[src/logic/dummy_unused.sv]
// Empty file
`timescale 1ns/10ps
`default_nettype none
`default_nettype wire

[src/logic/ssr_pkg.sv]
// Constants, command codes and states of the status reporting bank
package ssr_pkg;

    // ==========================================================
    // Command codes
    localparam logic [4:0] CMD_CLS       = 5'h00;
    localparam logic [4:0] CMD_ESR_Q     = 5'h01;
    localparam logic [4:0] CMD_ESE_W     = 5'h02;
    localparam logic [4:0] CMD_ESE_Q     = 5'h03;
    localparam logic [4:0] CMD_SRE_W     = 5'h04;
    localparam logic [4:0] CMD_SRE_Q     = 5'h05;
    localparam logic [4:0] CMD_STB_Q     = 5'h06;
    localparam logic [4:0] CMD_OPC       = 5'h07;
    localparam logic [4:0] CMD_OPC_Q     = 5'h08;
    localparam logic [4:0] CMD_PSC_W     = 5'h09;
    localparam logic [4:0] CMD_PSC_Q     = 5'h0a;
    localparam logic [4:0] CMD_QCOND_Q   = 5'h0b;
    localparam logic [4:0] CMD_QEVT_Q    = 5'h0c;
    localparam logic [4:0] CMD_QEN_W     = 5'h0d;
    localparam logic [4:0] CMD_QEN_Q     = 5'h0e;
    localparam logic [4:0] CMD_OCOND_Q   = 5'h0f;
    localparam logic [4:0] CMD_OEVT_Q    = 5'h10;
    localparam logic [4:0] CMD_OEN_W     = 5'h11;
    localparam logic [4:0] CMD_OEN_Q     = 5'h12;
    localparam logic [4:0] CMD_PRESET    = 5'h13;
    localparam logic [4:0] CMD_ERR_Q     = 5'h14;

    // ==========================================================
    // Field positions and valid masks
    localparam int         STD_OPC_BIT   = 0;
    localparam int         STD_QUERY_BIT = 2;
    localparam int         STD_DEV_BIT   = 3;
    localparam int         STD_PON_BIT   = 7;
    localparam logic [7:0] STD_VALID     = 8'hbd;
    localparam int         QUES_VOLT_BIT = 0;
    localparam int         QUES_TEMP_BIT = 4;
    localparam int         QUES_OHM_BIT  = 9;
    localparam logic [15:0] QUES_VALID   = 16'h0211;
    localparam int         OPER_FILT_BIT = 8;
    localparam logic [15:0] OPER_VALID   = 16'h0100;
    localparam int         STB_QUES_BIT  = 3;
    localparam int         STB_ESB_BIT   = 5;
    localparam int         STB_OPER_BIT  = 7;

    // ==========================================================
    // Reset values and sizes
    localparam logic [7:0]  RST_BYTE     = 8'h00;
    localparam logic [15:0] RST_WORD     = 16'h0000;
    localparam logic [15:0] OPC_REPLY    = 16'h0001;
    localparam logic [15:0] NO_ERROR     = 16'h0000;
    localparam int          QUEUE_DEPTH  = 20;
    localparam int          ERR_WIDTH    = 16;

    typedef enum logic [2:0] {
        ST_IDLE     = 3'b001,
        ST_WAIT_OPC = 3'b010,
        ST_WAIT_OPQ = 3'b100
    } ssr_state_type;

endpackage : ssr_pkg

[src/logic/ssr_queue_if.sv]
// Link between the status bank and its error queue
`timescale 1ns/10ps
`default_nettype none

interface ssr_queue_if #(parameter int WIDTH = 16);
    logic             push;
    logic [WIDTH-1:0] push_data;
    logic             pop;
    logic [WIDTH-1:0] head_data;
    logic             empty;
    logic             full;
    logic             settled;

    modport prod  (output push, push_data, pop, input head_data, empty, full, settled);
    modport store (input push, push_data, pop, output head_data, empty, full, settled);
endinterface : ssr_queue_if

`default_nettype wire

[src/logic/ssr_err_queue.sv]
// First-in first-out store of error codes with registered head
`timescale 1ns/10ps
`default_nettype none

module ssr_err_queue #(
    parameter int DEPTH = 20,
    parameter int WIDTH = 16
) (
    input  wire logic  clk,
    input  wire logic  reset_n,
    input  wire logic  ce,
    ssr_queue_if.store q
);
    localparam int PW = $clog2(DEPTH + 1);

    if (DEPTH < 2 || WIDTH < 1) begin : g_size_chk
        $error("ssr_err_queue: unsupported size");
    end

    logic [WIDTH-1:0] mem [DEPTH];
    logic [PW-1:0]    wr_ptr_reg;
    logic [PW-1:0]    rd_ptr_reg;
    logic [PW-1:0]    count_reg;
    logic [WIDTH-1:0] head_reg;
    logic             changed_reg;
    logic             do_push;
    logic             do_pop;

    // Full queue drops the newcomer
    assign do_push = q.push && !q.full;
    assign do_pop  = q.pop && !q.empty;

    function automatic logic [PW-1:0] wrap_inc(input logic [PW-1:0] p);
        wrap_inc = (p == PW'(DEPTH - 1)) ? '0 : p + PW'(1);
    endfunction : wrap_inc

    always_ff @(posedge clk) begin
        if (ce && do_push) begin
            mem[wr_ptr_reg] <= q.push_data;
        end
    end

    // Oldest first, read removes it
    always_ff @(posedge clk or negedge reset_n) begin
        if (!reset_n) begin
            wr_ptr_reg  <= '0;
            rd_ptr_reg  <= '0;
            count_reg   <= '0;
            changed_reg <= 1'b1;
        end else if (ce) begin
            if (do_push) begin
                wr_ptr_reg <= wrap_inc(wr_ptr_reg);
            end
            if (do_pop) begin
                rd_ptr_reg <= wrap_inc(rd_ptr_reg);
            end
            count_reg   <= count_reg + PW'(do_push) - PW'(do_pop);
            changed_reg <= do_push || do_pop;
        end
    end

    always_ff @(posedge clk or negedge reset_n) begin
        if (!reset_n) begin
            head_reg <= '0;
        end else if (ce) begin
            head_reg <= mem[rd_ptr_reg];
        end
    end

    assign q.head_data = head_reg;
    assign q.empty     = (count_reg == '0);
    assign q.full      = (count_reg == PW'(DEPTH));
    assign q.settled   = !changed_reg;

endmodule : ssr_err_queue

`default_nettype wire

[src/logic/ssr_status_bank.sv]
// Status reporting register bank: event groups, masks, queue and completion
// Operation
// - Standard event register clears on clear-status and on its own query
// - Standard enable mask kept or cleared at power-up per stored setting
// - Reading overload sets standard bit 3 and a questionable event bit
// - Questionable bits 0, 4, 9 flag overloads; others read zero
// - Questionable event register clears on clear-status and on its query
// - Questionable enable clears at power-up, on preset, and writing zero
// - Operational events latch rising (0 to 1) condition changes and stay set until cleared
// - Operational registers use bit 8 only: filter enabled and settled
// - Operational event register clears on clear-status and on its query
// - Operational enable clears at power-up, on preset, and writing zero
// - Error queue holds twenty entries, returned oldest first, removed on read
// - Every query returns the register as its binary weighted value
// - Enable masks select which event bits reach the summary bits
// - Clear-status clears summary and event registers, never the masks
// - Completion command sets bit 0 after all earlier work finished
// - Completion query answers one only after earlier work finished
// - Power-on-clear setting stored nonvolatile, readable, clears masks when one
// - Status byte enable mask writable and readable back
// - Standard bits 1 and 6 read zero; bit 7 marks power cycle
// - Error bits 2 to 5 also enqueue an error, except reading overload
`timescale 1ns/10ps
`default_nettype none

module ssr_status_bank #(
    parameter int QDEPTH = ssr_pkg::QUEUE_DEPTH,
    parameter int EWIDTH = ssr_pkg::ERR_WIDTH
) (
    input  wire logic              clk,
    input  wire logic              reset_n,
    input  wire logic              ce,
    input  wire logic              cmd_valid,
    output logic                   cmd_ready,
    input  wire logic [4:0]        cmd_code,
    input  wire logic [15:0]       cmd_data,
    output logic                   rsp_valid,
    output logic [15:0]            rsp_data,
    input  wire logic              ops_pending,
    input  wire logic              meas_done,
    input  wire logic              ovl_volt,
    input  wire logic              ovl_temp,
    input  wire logic              ovl_ohm,
    input  wire logic              filter_on,
    input  wire logic              filter_settled,
    input  wire logic              err_push,
    input  wire logic [1:0]        err_class,
    input  wire logic [EWIDTH-1:0] err_code,
    input  wire logic              nv_psc_in,
    input  wire logic [7:0]        nv_ese_in,
    input  wire logic [7:0]        nv_sre_in,
    output logic                   nv_psc_out,
    output logic [7:0]             nv_ese_out,
    output logic [7:0]             nv_sre_out,
    output logic [7:0]             status_byte
);
    if (EWIDTH < 16 || QDEPTH < 2) begin : g_size_chk
        $error("ssr_status_bank: unsupported size");
    end

    // ==========================================================
    // Storage
    ssr_pkg::ssr_state_type state_reg;
    logic        init_reg;
    logic        psc_reg;
    logic [7:0]  std_reg;
    logic [7:0]  ese_reg;
    logic [7:0]  sre_reg;
    logic [15:0] qcond_reg;
    logic [15:0] qevt_reg;
    logic [15:0] qen_reg;
    logic [15:0] ocond_reg;
    logic [15:0] oevt_reg;
    logic [15:0] oen_reg;
    logic [7:0]  stb_reg;
    logic        take;
    logic        std_clr;
    logic        q_clr;
    logic        o_clr;
    logic        preset;
    logic        opc_done;
    logic        any_ovl;
    logic [7:0]  std_set;
    logic [15:0] qcond_next;
    logic [15:0] ocond_next;
    logic [15:0] oevt_set;

    ssr_queue_if #(.WIDTH(EWIDTH)) eq ();

    ssr_err_queue #(.DEPTH(QDEPTH), .WIDTH(EWIDTH)) u_queue (
        .clk     (clk),
        .reset_n (reset_n),
        .ce      (ce),
        .q       (eq)
    );

    // ==========================================================
    // Command decode
    assign cmd_ready = (state_reg == ssr_pkg::ST_IDLE) && !init_reg && eq.settled;
    assign take      = ce && cmd_valid && cmd_ready;
    assign std_clr   = take && (cmd_code == ssr_pkg::CMD_CLS || cmd_code == ssr_pkg::CMD_ESR_Q);
    assign q_clr     = take && (cmd_code == ssr_pkg::CMD_CLS || cmd_code == ssr_pkg::CMD_QEVT_Q);
    assign o_clr     = take && (cmd_code == ssr_pkg::CMD_CLS || cmd_code == ssr_pkg::CMD_OEVT_Q);
    assign preset    = take && (cmd_code == ssr_pkg::CMD_PRESET);
    assign opc_done  = (state_reg == ssr_pkg::ST_WAIT_OPC) && !ops_pending;
    assign any_ovl   = meas_done && (ovl_volt || ovl_temp || ovl_ohm);

    // Error to queue; overload never enqueues
    assign eq.push      = ce && err_push;
    assign eq.push_data = err_code;
    assign eq.pop       = take && (cmd_code == ssr_pkg::CMD_ERR_Q);

    // ==========================================================
    // Completion sequencing
    always_ff @(posedge clk or negedge reset_n) begin
        if (!reset_n) begin
            state_reg <= ssr_pkg::ST_IDLE;
        end else if (ce) begin
            unique case (state_reg)
                ssr_pkg::ST_IDLE: begin
                    if (take && cmd_code == ssr_pkg::CMD_OPC) begin
                        state_reg <= ssr_pkg::ST_WAIT_OPC;
                    end else if (take && cmd_code == ssr_pkg::CMD_OPC_Q) begin
                        state_reg <= ssr_pkg::ST_WAIT_OPQ;
                    end
                end
                ssr_pkg::ST_WAIT_OPC: begin
                    if (!ops_pending) begin
                        state_reg <= ssr_pkg::ST_IDLE;
                    end
                end
                ssr_pkg::ST_WAIT_OPQ: begin
                    if (!ops_pending) begin
                        state_reg <= ssr_pkg::ST_IDLE;
                    end
                end
                default: begin
                    state_reg <= ssr_pkg::ST_IDLE;
                end
            endcase
        end
    end

    // ==========================================================
    // Power-up load of masks and setting
    always_ff @(posedge clk or negedge reset_n) begin
        if (!reset_n) begin
            init_reg <= 1'b1;
            psc_reg  <= 1'b0;
            ese_reg  <= ssr_pkg::RST_BYTE;
            sre_reg  <= ssr_pkg::RST_BYTE;
        end else if (ce) begin
            init_reg <= 1'b0;
            if (init_reg) begin
                psc_reg <= nv_psc_in;
                ese_reg <= nv_psc_in ? ssr_pkg::RST_BYTE : nv_ese_in;
                sre_reg <= nv_psc_in ? ssr_pkg::RST_BYTE : nv_sre_in;
            end else if (take) begin
                if (cmd_code == ssr_pkg::CMD_PSC_W) begin
                    psc_reg <= cmd_data[0];
                end
                if (cmd_code == ssr_pkg::CMD_ESE_W) begin
                    ese_reg <= cmd_data[7:0];
                end
                if (cmd_code == ssr_pkg::CMD_SRE_W) begin
                    sre_reg <= cmd_data[7:0];
                end
            end
        end
    end

    // Questionable and operational masks clear at power-up
    always_ff @(posedge clk or negedge reset_n) begin
        if (!reset_n) begin
            qen_reg <= ssr_pkg::RST_WORD;
            oen_reg <= ssr_pkg::RST_WORD;
        end else if (ce) begin
            if (preset) begin
                qen_reg <= ssr_pkg::RST_WORD;
                oen_reg <= ssr_pkg::RST_WORD;
            end else if (take && cmd_code == ssr_pkg::CMD_QEN_W) begin
                qen_reg <= cmd_data;
            end else if (take && cmd_code == ssr_pkg::CMD_OEN_W) begin
                oen_reg <= cmd_data;
            end
        end
    end

    // ==========================================================
    // Standard event register, set wins over clear
    always_comb begin
        std_set                       = 8'h00;
        std_set[ssr_pkg::STD_OPC_BIT] = opc_done;
        std_set[ssr_pkg::STD_PON_BIT] = init_reg;
        if (err_push) begin
            std_set[ssr_pkg::STD_QUERY_BIT + int'(err_class)] = 1'b1;
        end
        if (any_ovl) begin
            std_set[ssr_pkg::STD_DEV_BIT] = 1'b1;
        end
    end

    always_ff @(posedge clk or negedge reset_n) begin
        if (!reset_n) begin
            std_reg <= ssr_pkg::RST_BYTE;
        end else if (ce) begin
            std_reg <= ((std_clr ? 8'h00 : std_reg) | std_set) & ssr_pkg::STD_VALID;
        end
    end

    // ==========================================================
    // Questionable and operational groups
    always_comb begin
        qcond_next                          = qcond_reg;
        ocond_next                          = ocond_reg;
        if (meas_done) begin
            qcond_next                          = 16'h0000;
            qcond_next[ssr_pkg::QUES_VOLT_BIT]  = ovl_volt;
            qcond_next[ssr_pkg::QUES_TEMP_BIT]  = ovl_temp;
            qcond_next[ssr_pkg::QUES_OHM_BIT]   = ovl_ohm;
            ocond_next                          = 16'h0000;
            ocond_next[ssr_pkg::OPER_FILT_BIT]  = filter_on && filter_settled;
        end
        oevt_set = ocond_next & ~ocond_reg & ssr_pkg::OPER_VALID;
    end

    always_ff @(posedge clk or negedge reset_n) begin
        if (!reset_n) begin
            qcond_reg <= ssr_pkg::RST_WORD;
            ocond_reg <= ssr_pkg::RST_WORD;
            qevt_reg  <= ssr_pkg::RST_WORD;
            oevt_reg  <= ssr_pkg::RST_WORD;
        end else if (ce) begin
            qcond_reg <= qcond_next & ssr_pkg::QUES_VALID;
            ocond_reg <= ocond_next & ssr_pkg::OPER_VALID;
            qevt_reg  <= ((q_clr ? 16'h0000 : qevt_reg)
                          | (meas_done ? qcond_next : 16'h0000)) & ssr_pkg::QUES_VALID;
            oevt_reg  <= (o_clr ? 16'h0000 : oevt_reg) | oevt_set;
        end
    end

    // Summary bits from events gated by masks
    always_ff @(posedge clk or negedge reset_n) begin
        if (!reset_n) begin
            stb_reg <= ssr_pkg::RST_BYTE;
        end else if (ce) begin
            stb_reg                        <= 8'h00;
            stb_reg[ssr_pkg::STB_QUES_BIT] <= |(qevt_reg & qen_reg);
            stb_reg[ssr_pkg::STB_ESB_BIT]  <= |(std_reg & ese_reg);
            stb_reg[ssr_pkg::STB_OPER_BIT] <= |(oevt_reg & oen_reg);
        end
    end

    // ==========================================================
    // Answers, each the plain weighted value
    always_ff @(posedge clk or negedge reset_n) begin
        if (!reset_n) begin
            rsp_valid <= 1'b0;
            rsp_data  <= ssr_pkg::RST_WORD;
        end else if (ce) begin
            rsp_valid <= 1'b0;
            if (state_reg == ssr_pkg::ST_WAIT_OPQ && !ops_pending) begin
                rsp_valid <= 1'b1;
                rsp_data  <= ssr_pkg::OPC_REPLY;
            end else if (take) begin
                rsp_valid <= 1'b1;
                unique case (cmd_code)
                    ssr_pkg::CMD_ESR_Q:   rsp_data <= {8'h00, std_reg};
                    ssr_pkg::CMD_ESE_Q:   rsp_data <= {8'h00, ese_reg};
                    ssr_pkg::CMD_SRE_Q:   rsp_data <= {8'h00, sre_reg};
                    ssr_pkg::CMD_STB_Q:   rsp_data <= {8'h00, stb_reg};
                    ssr_pkg::CMD_PSC_Q:   rsp_data <= {15'h0000, psc_reg};
                    ssr_pkg::CMD_QCOND_Q: rsp_data <= qcond_reg;
                    ssr_pkg::CMD_QEVT_Q:  rsp_data <= qevt_reg;
                    ssr_pkg::CMD_QEN_Q:   rsp_data <= qen_reg;
                    ssr_pkg::CMD_OCOND_Q: rsp_data <= ocond_reg;
                    ssr_pkg::CMD_OEVT_Q:  rsp_data <= oevt_reg;
                    ssr_pkg::CMD_OEN_Q:   rsp_data <= oen_reg;
                    ssr_pkg::CMD_ERR_Q:   rsp_data <= eq.empty ? ssr_pkg::NO_ERROR
                                                               : eq.head_data[15:0];
                    default: begin
                        rsp_valid <= 1'b0;
                    end
                endcase
            end
        end
    end

    assign nv_psc_out  = psc_reg;
    assign nv_ese_out  = ese_reg;
    assign nv_sre_out  = sre_reg;
    assign status_byte = stb_reg;
endmodule : ssr_status_bank

`default_nettype wire

[config.mk]
export PLATFORM = sky130hd
export DESIGN_NAME = ssr_status_bank
export DESIGN_NICKNAME = d
export VERILOG_FILES = /design/src/logic/dummy_unused.sv /design/src/logic/ssr_pkg.sv /design/src/logic/ssr_queue_if.sv /design/src/logic/ssr_err_queue.sv /design/src/logic/ssr_status_bank.sv
export SDC_FILE = /design/constraint.sdc
export NUM_CORES = 1
export LEC_CHECK = 0
export BUFFER_PORTS_ARGS = -buffer_cell sky130_fd_sc_hd__buf_2
export CAP_MARGIN = 20
export CELL_PAD_IN_SITES_DETAIL_PLACEMENT = 1
export CELL_PAD_IN_SITES_GLOBAL_PLACEMENT = 1
export CORE_UTILIZATION = 27
export CTS_CLUSTER_SIZE = 14
export DETAILED_ROUTE_END_ITERATION = 8
export PLACE_DENSITY = 0.54
export SETUP_SLACK_MARGIN = 0.5
export SLEW_MARGIN = 20
export SYNTH_ARGS = -nofsm -noshare
export SYNTH_HDL_FRONTEND = slang
export SYNTH_SLANG_ARGS = --single-unit
[constraint.sdc]
create_clock -name clk -period 3.1 [get_ports clk]
set_clock_uncertainty 0.2 [all_clocks]
set_input_delay 0.62 -clock clk [delete_from_list [all_inputs] [get_ports clk]]
set_output_delay 0.62 -clock clk [all_outputs]
set_load 0.05 [all_outputs]
==> run metrics <==
Die W 262 um; IR drop worst, VDD 397 uV; share of cells above drive strength 1 34.2%; synth unique cells 64; leading post-synthesis cells by cell area edfxtp_1, dfrtp_1, mux4_2; Starting DRT DRC Count 584; Die ar. between 60000 and 70000 um^2; CP Capture Type flip-flop; Clock Pin Slew Worst Setup and Hold Paths approximately 0.060 ns; number of synthesized flops with an enable pin 320; Synth async-reset ratio 27.1%; antenna viol nets, final 0; Final Hold Viols 0; GR Util All Layers around 15%; Biggest register u_queue.mem; final WL roughly 50 mm; Fmax achieved between 300 and 400 MHz; grt ovf 0; worst-skew pair later-pin latency 0.61 ns; min-delay worst type input pin to flip-flop; commonest cells after routing, fill and taps aside edfxtp_1, dfrtp_1, buf_2; Critical Path Max Stage Delay 0.46 ns; Cell Rows 94; max cap viols 0; headroom to the max-slew limit between 50% and 60%; H-tree levels 2; Post-Syn Area 18200 um^2; Slowest-stage cell, CP or4b_4; Critical Path Start Type flip-flop; detailed-router iteration count before antenna repair 5; Final Setup Violations 0; # DRC 0; WP data required 3.37 ns; ys flop type edfxtp_1; via count between 10000 and 15000; crit path max fanout 2; CTS root buf clkbuf_16; PwrDens between 600 and 700 nW/um^2; Leak 8.19 nW; Slew Viols, Final 0; # clock sinks 439; Tcrit/Tclk final 98.8%; Final Critical Period 3.06 ns; Cells after Synth 1086; Largest register FFs 320; critical path class flip-flop to flip-flop; initial cell density of the core roughly 28%; #FFs+latches synth 439; leading area contributor after synthesis edfxtp_1; RSZ-0062 raised after global routing true; Synth Warn # 0; DP Wirelength 32.1 mm; CTS Buf Count 48; initial antenna violation count 3; top cell type's share of synthesized area 52.8%; sequential element share of the synthesized area between 60 and 70%; Routed WL per cell 22.7 um; WHS 0.0665 ns; worst-path cell chain inv_2, ha_4, or4b_4, and3_4, and2_4, ha_4, inv_2, ha_4, inv_2, fa_2, nand2b_4, a21oi_4, o21a_1, o21ai_2, xnor2_1; Worst Path Arrival 3.33 ns; I/O pin count between 100 and 150; fin nets 1358; CORE AREA 66200 um^2; setup_tns 0 ns; RePlAce Congestion 0.810; Port Buffers ~110; Post-Syn Area per Cell 16.8 um^2; Worst Path Buf+Inv 3; n_diodes 0; Die H 262 um; slew of the pin with the lowest slew margin 0.722 ns; delay-heaviest family, CP simple AND/OR/NAND/NOR gates; vias in the first global route 11200; outcome finished clean; largest net degree at the start of global routing 71; CTS max path bufs 3; Syn-to-layout area delta 24.3%; commonest non-fill, non-tap cell in the layout edfxtp_1; via/cell ratio 4.76; CTS tree built; first-pass GRT wire length roughly 74 mm
[where the power goes]
part | internal, mW | total (mW) | switching, mW
logic | 1.14 | 2.55 | 1.40
registers | 6.66 | 6.93 | 0.270
clock network | 3.59 | 5.98 | 2.39
[synthesized netlist by cell type, types with 2 or more instances]
| cell type | instances |
|---|---|
| mux4_2 | 96 |
| inv_1 | 33 |
| xnor2_1 | 5 |
| edfxtp_1 | 320 |
| and4_1 | 4 |
| nand3_1 | 28 |
| a32oi_1 | 3 |
| buf_4 | 11 |
| o221a_2 | 2 |
| nor2_1 | 44 |
| nand2b_1 | 27 |
| a41oi_1 | 3 |
| buf_1 | 4 |
| nor3b_1 | 5 |
| nand4_1 | 9 |
| buf_2 | 17 |
| nand3b_1 | 4 |
| and2_1 | 6 |
| o21ai_2 | 2 |
| and3_1 | 11 |
| clkbuf_1 | 34 |
| nor2b_1 | 17 |
| a22o_1 | 22 |
| dfrtp_1 | 116 |
| a22oi_1 | 7 |
| a222oi_1 | 9 |
| o21ai_0 | 29 |
| ha_1 | 11 |
| nor3_1 | 17 |
| a211oi_1 | 6 |
| a32o_1 | 9 |
| nand2_1 | 45 |
| a211o_1 | 2 |
| a21oi_1 | 41 |
| nor4_1 | 3 |
| dfstp_2 | 3 |
| mux2i_1 | 35 |
| a21o_1 | 5 |
| mux2_2 | 16 |
[worst register-to-register path: stages, from the launching register on]
cell      delay (ns)
dfrtp_1         0.39
inv_2           0.09
ha_4            0.12
or4b_4          0.46
and3_4          0.17
and2_4          0.14
ha_4            0.20
inv_2           0.06
ha_4            0.12
inv_2           0.03
fa_2            0.33
nand2b_4        0.16
a21oi_4         0.13
o21a_1          0.16
o21ai_2         0.06
xnor2_1         0.12
[area by class of cell]
class                   instances  area, um^2
fillers                      6766       43600
flip-flops and latches        439       12600
multi-input cells             550        5450
repair buffers                206        1730
clock buffers                  58        1270
well taps                     864        1080
clock inverters                28         375
inverters                      33         124
[per-layer routing]
| metal | vias to the layer above | track usage [%] | part of all wire, % |
|---|---|---|---|
| met5 | - | 0 | 0.028 |
| met4 | 2 | 4.02 | 2.0 |
| met3 | 61 | 2.42 | 3.9 |
| met2 | 207 | 25.1 | 50 |
| met1 | 5432 | 18.9 | 44 |
| li1 | 4659 | - | - |
[per-stage QoR]
| step | area (um^2) | utilization [%] | instances | total power, mW | worst slack [ns] |
|---|---|---|---|---|---|
| final | 22600 | 34.2 | 2178 | 15.5 | 0.0370 |
| after global routing | 22600 | 34.2 | 2178 | 16.1 | -0.0732 |
| after CTS | 22400 | 33.8 | 2167 | 15.6 | 0.0331 |
| after detailed placement | 20400 | 30.9 | 2063 | 9.26 | 0.0103 |
| after global placement | 20400 | 30.9 | 2063 | 9.21 | 0.0279 |
| after floorplan | 18400 | - | 1090 | 8.44 | -0.0911 |
[logic make-up (layout without fill, tap and decap cells)]
logic type | Yosys count | count (layout) | synth area share [%]
and+or+nand+nor | 227 | 227 | 6.44
buffers and inverters | 101 | 325 | 2.53
DFF | 439 | 439 | 69.1
other | 1 | 5 | 0.0206
adders and majority gates | 12 | 12 | 0.865
AOI/OAI and AO/OA | 152 | 152 | 5.90
muxes | 148 | 148 | 14.8
xor gates and xnor gates | 6 | 6 | 0.288
[what timing repair did]
item / 4_1_cts / 5_1_grt
hold buffers: 1 / 0
endpoints found under the setup margin: 235 / 168
endpoints found under the hold margin: 65 / 0
pin swaps: 4 / 18
cloned: 2 / 3
setup buffers: 15 / 8
gates resized for setup: 22 / 25
[final timing paths]
check,startpoint,endpoint,slack [ns],cells past startpoint
max reg2reg,u_queue.count_reg[3],u_queue.count_reg[4],0.04,15
min reg2reg,oen_reg[1],oen_reg[1],0.28,2
max,u_queue.count_reg[3],u_queue.count_reg[4],0.04,15
min in group asynchronous,reset_n,nv_ese_out[0],0.44,2
min,err_class[0],std_reg[4],0.07,2
max in group asynchronous,reset_n,qen_reg[8],1.53,3
No activity file was read; power rests on OpenSTA's default activity.
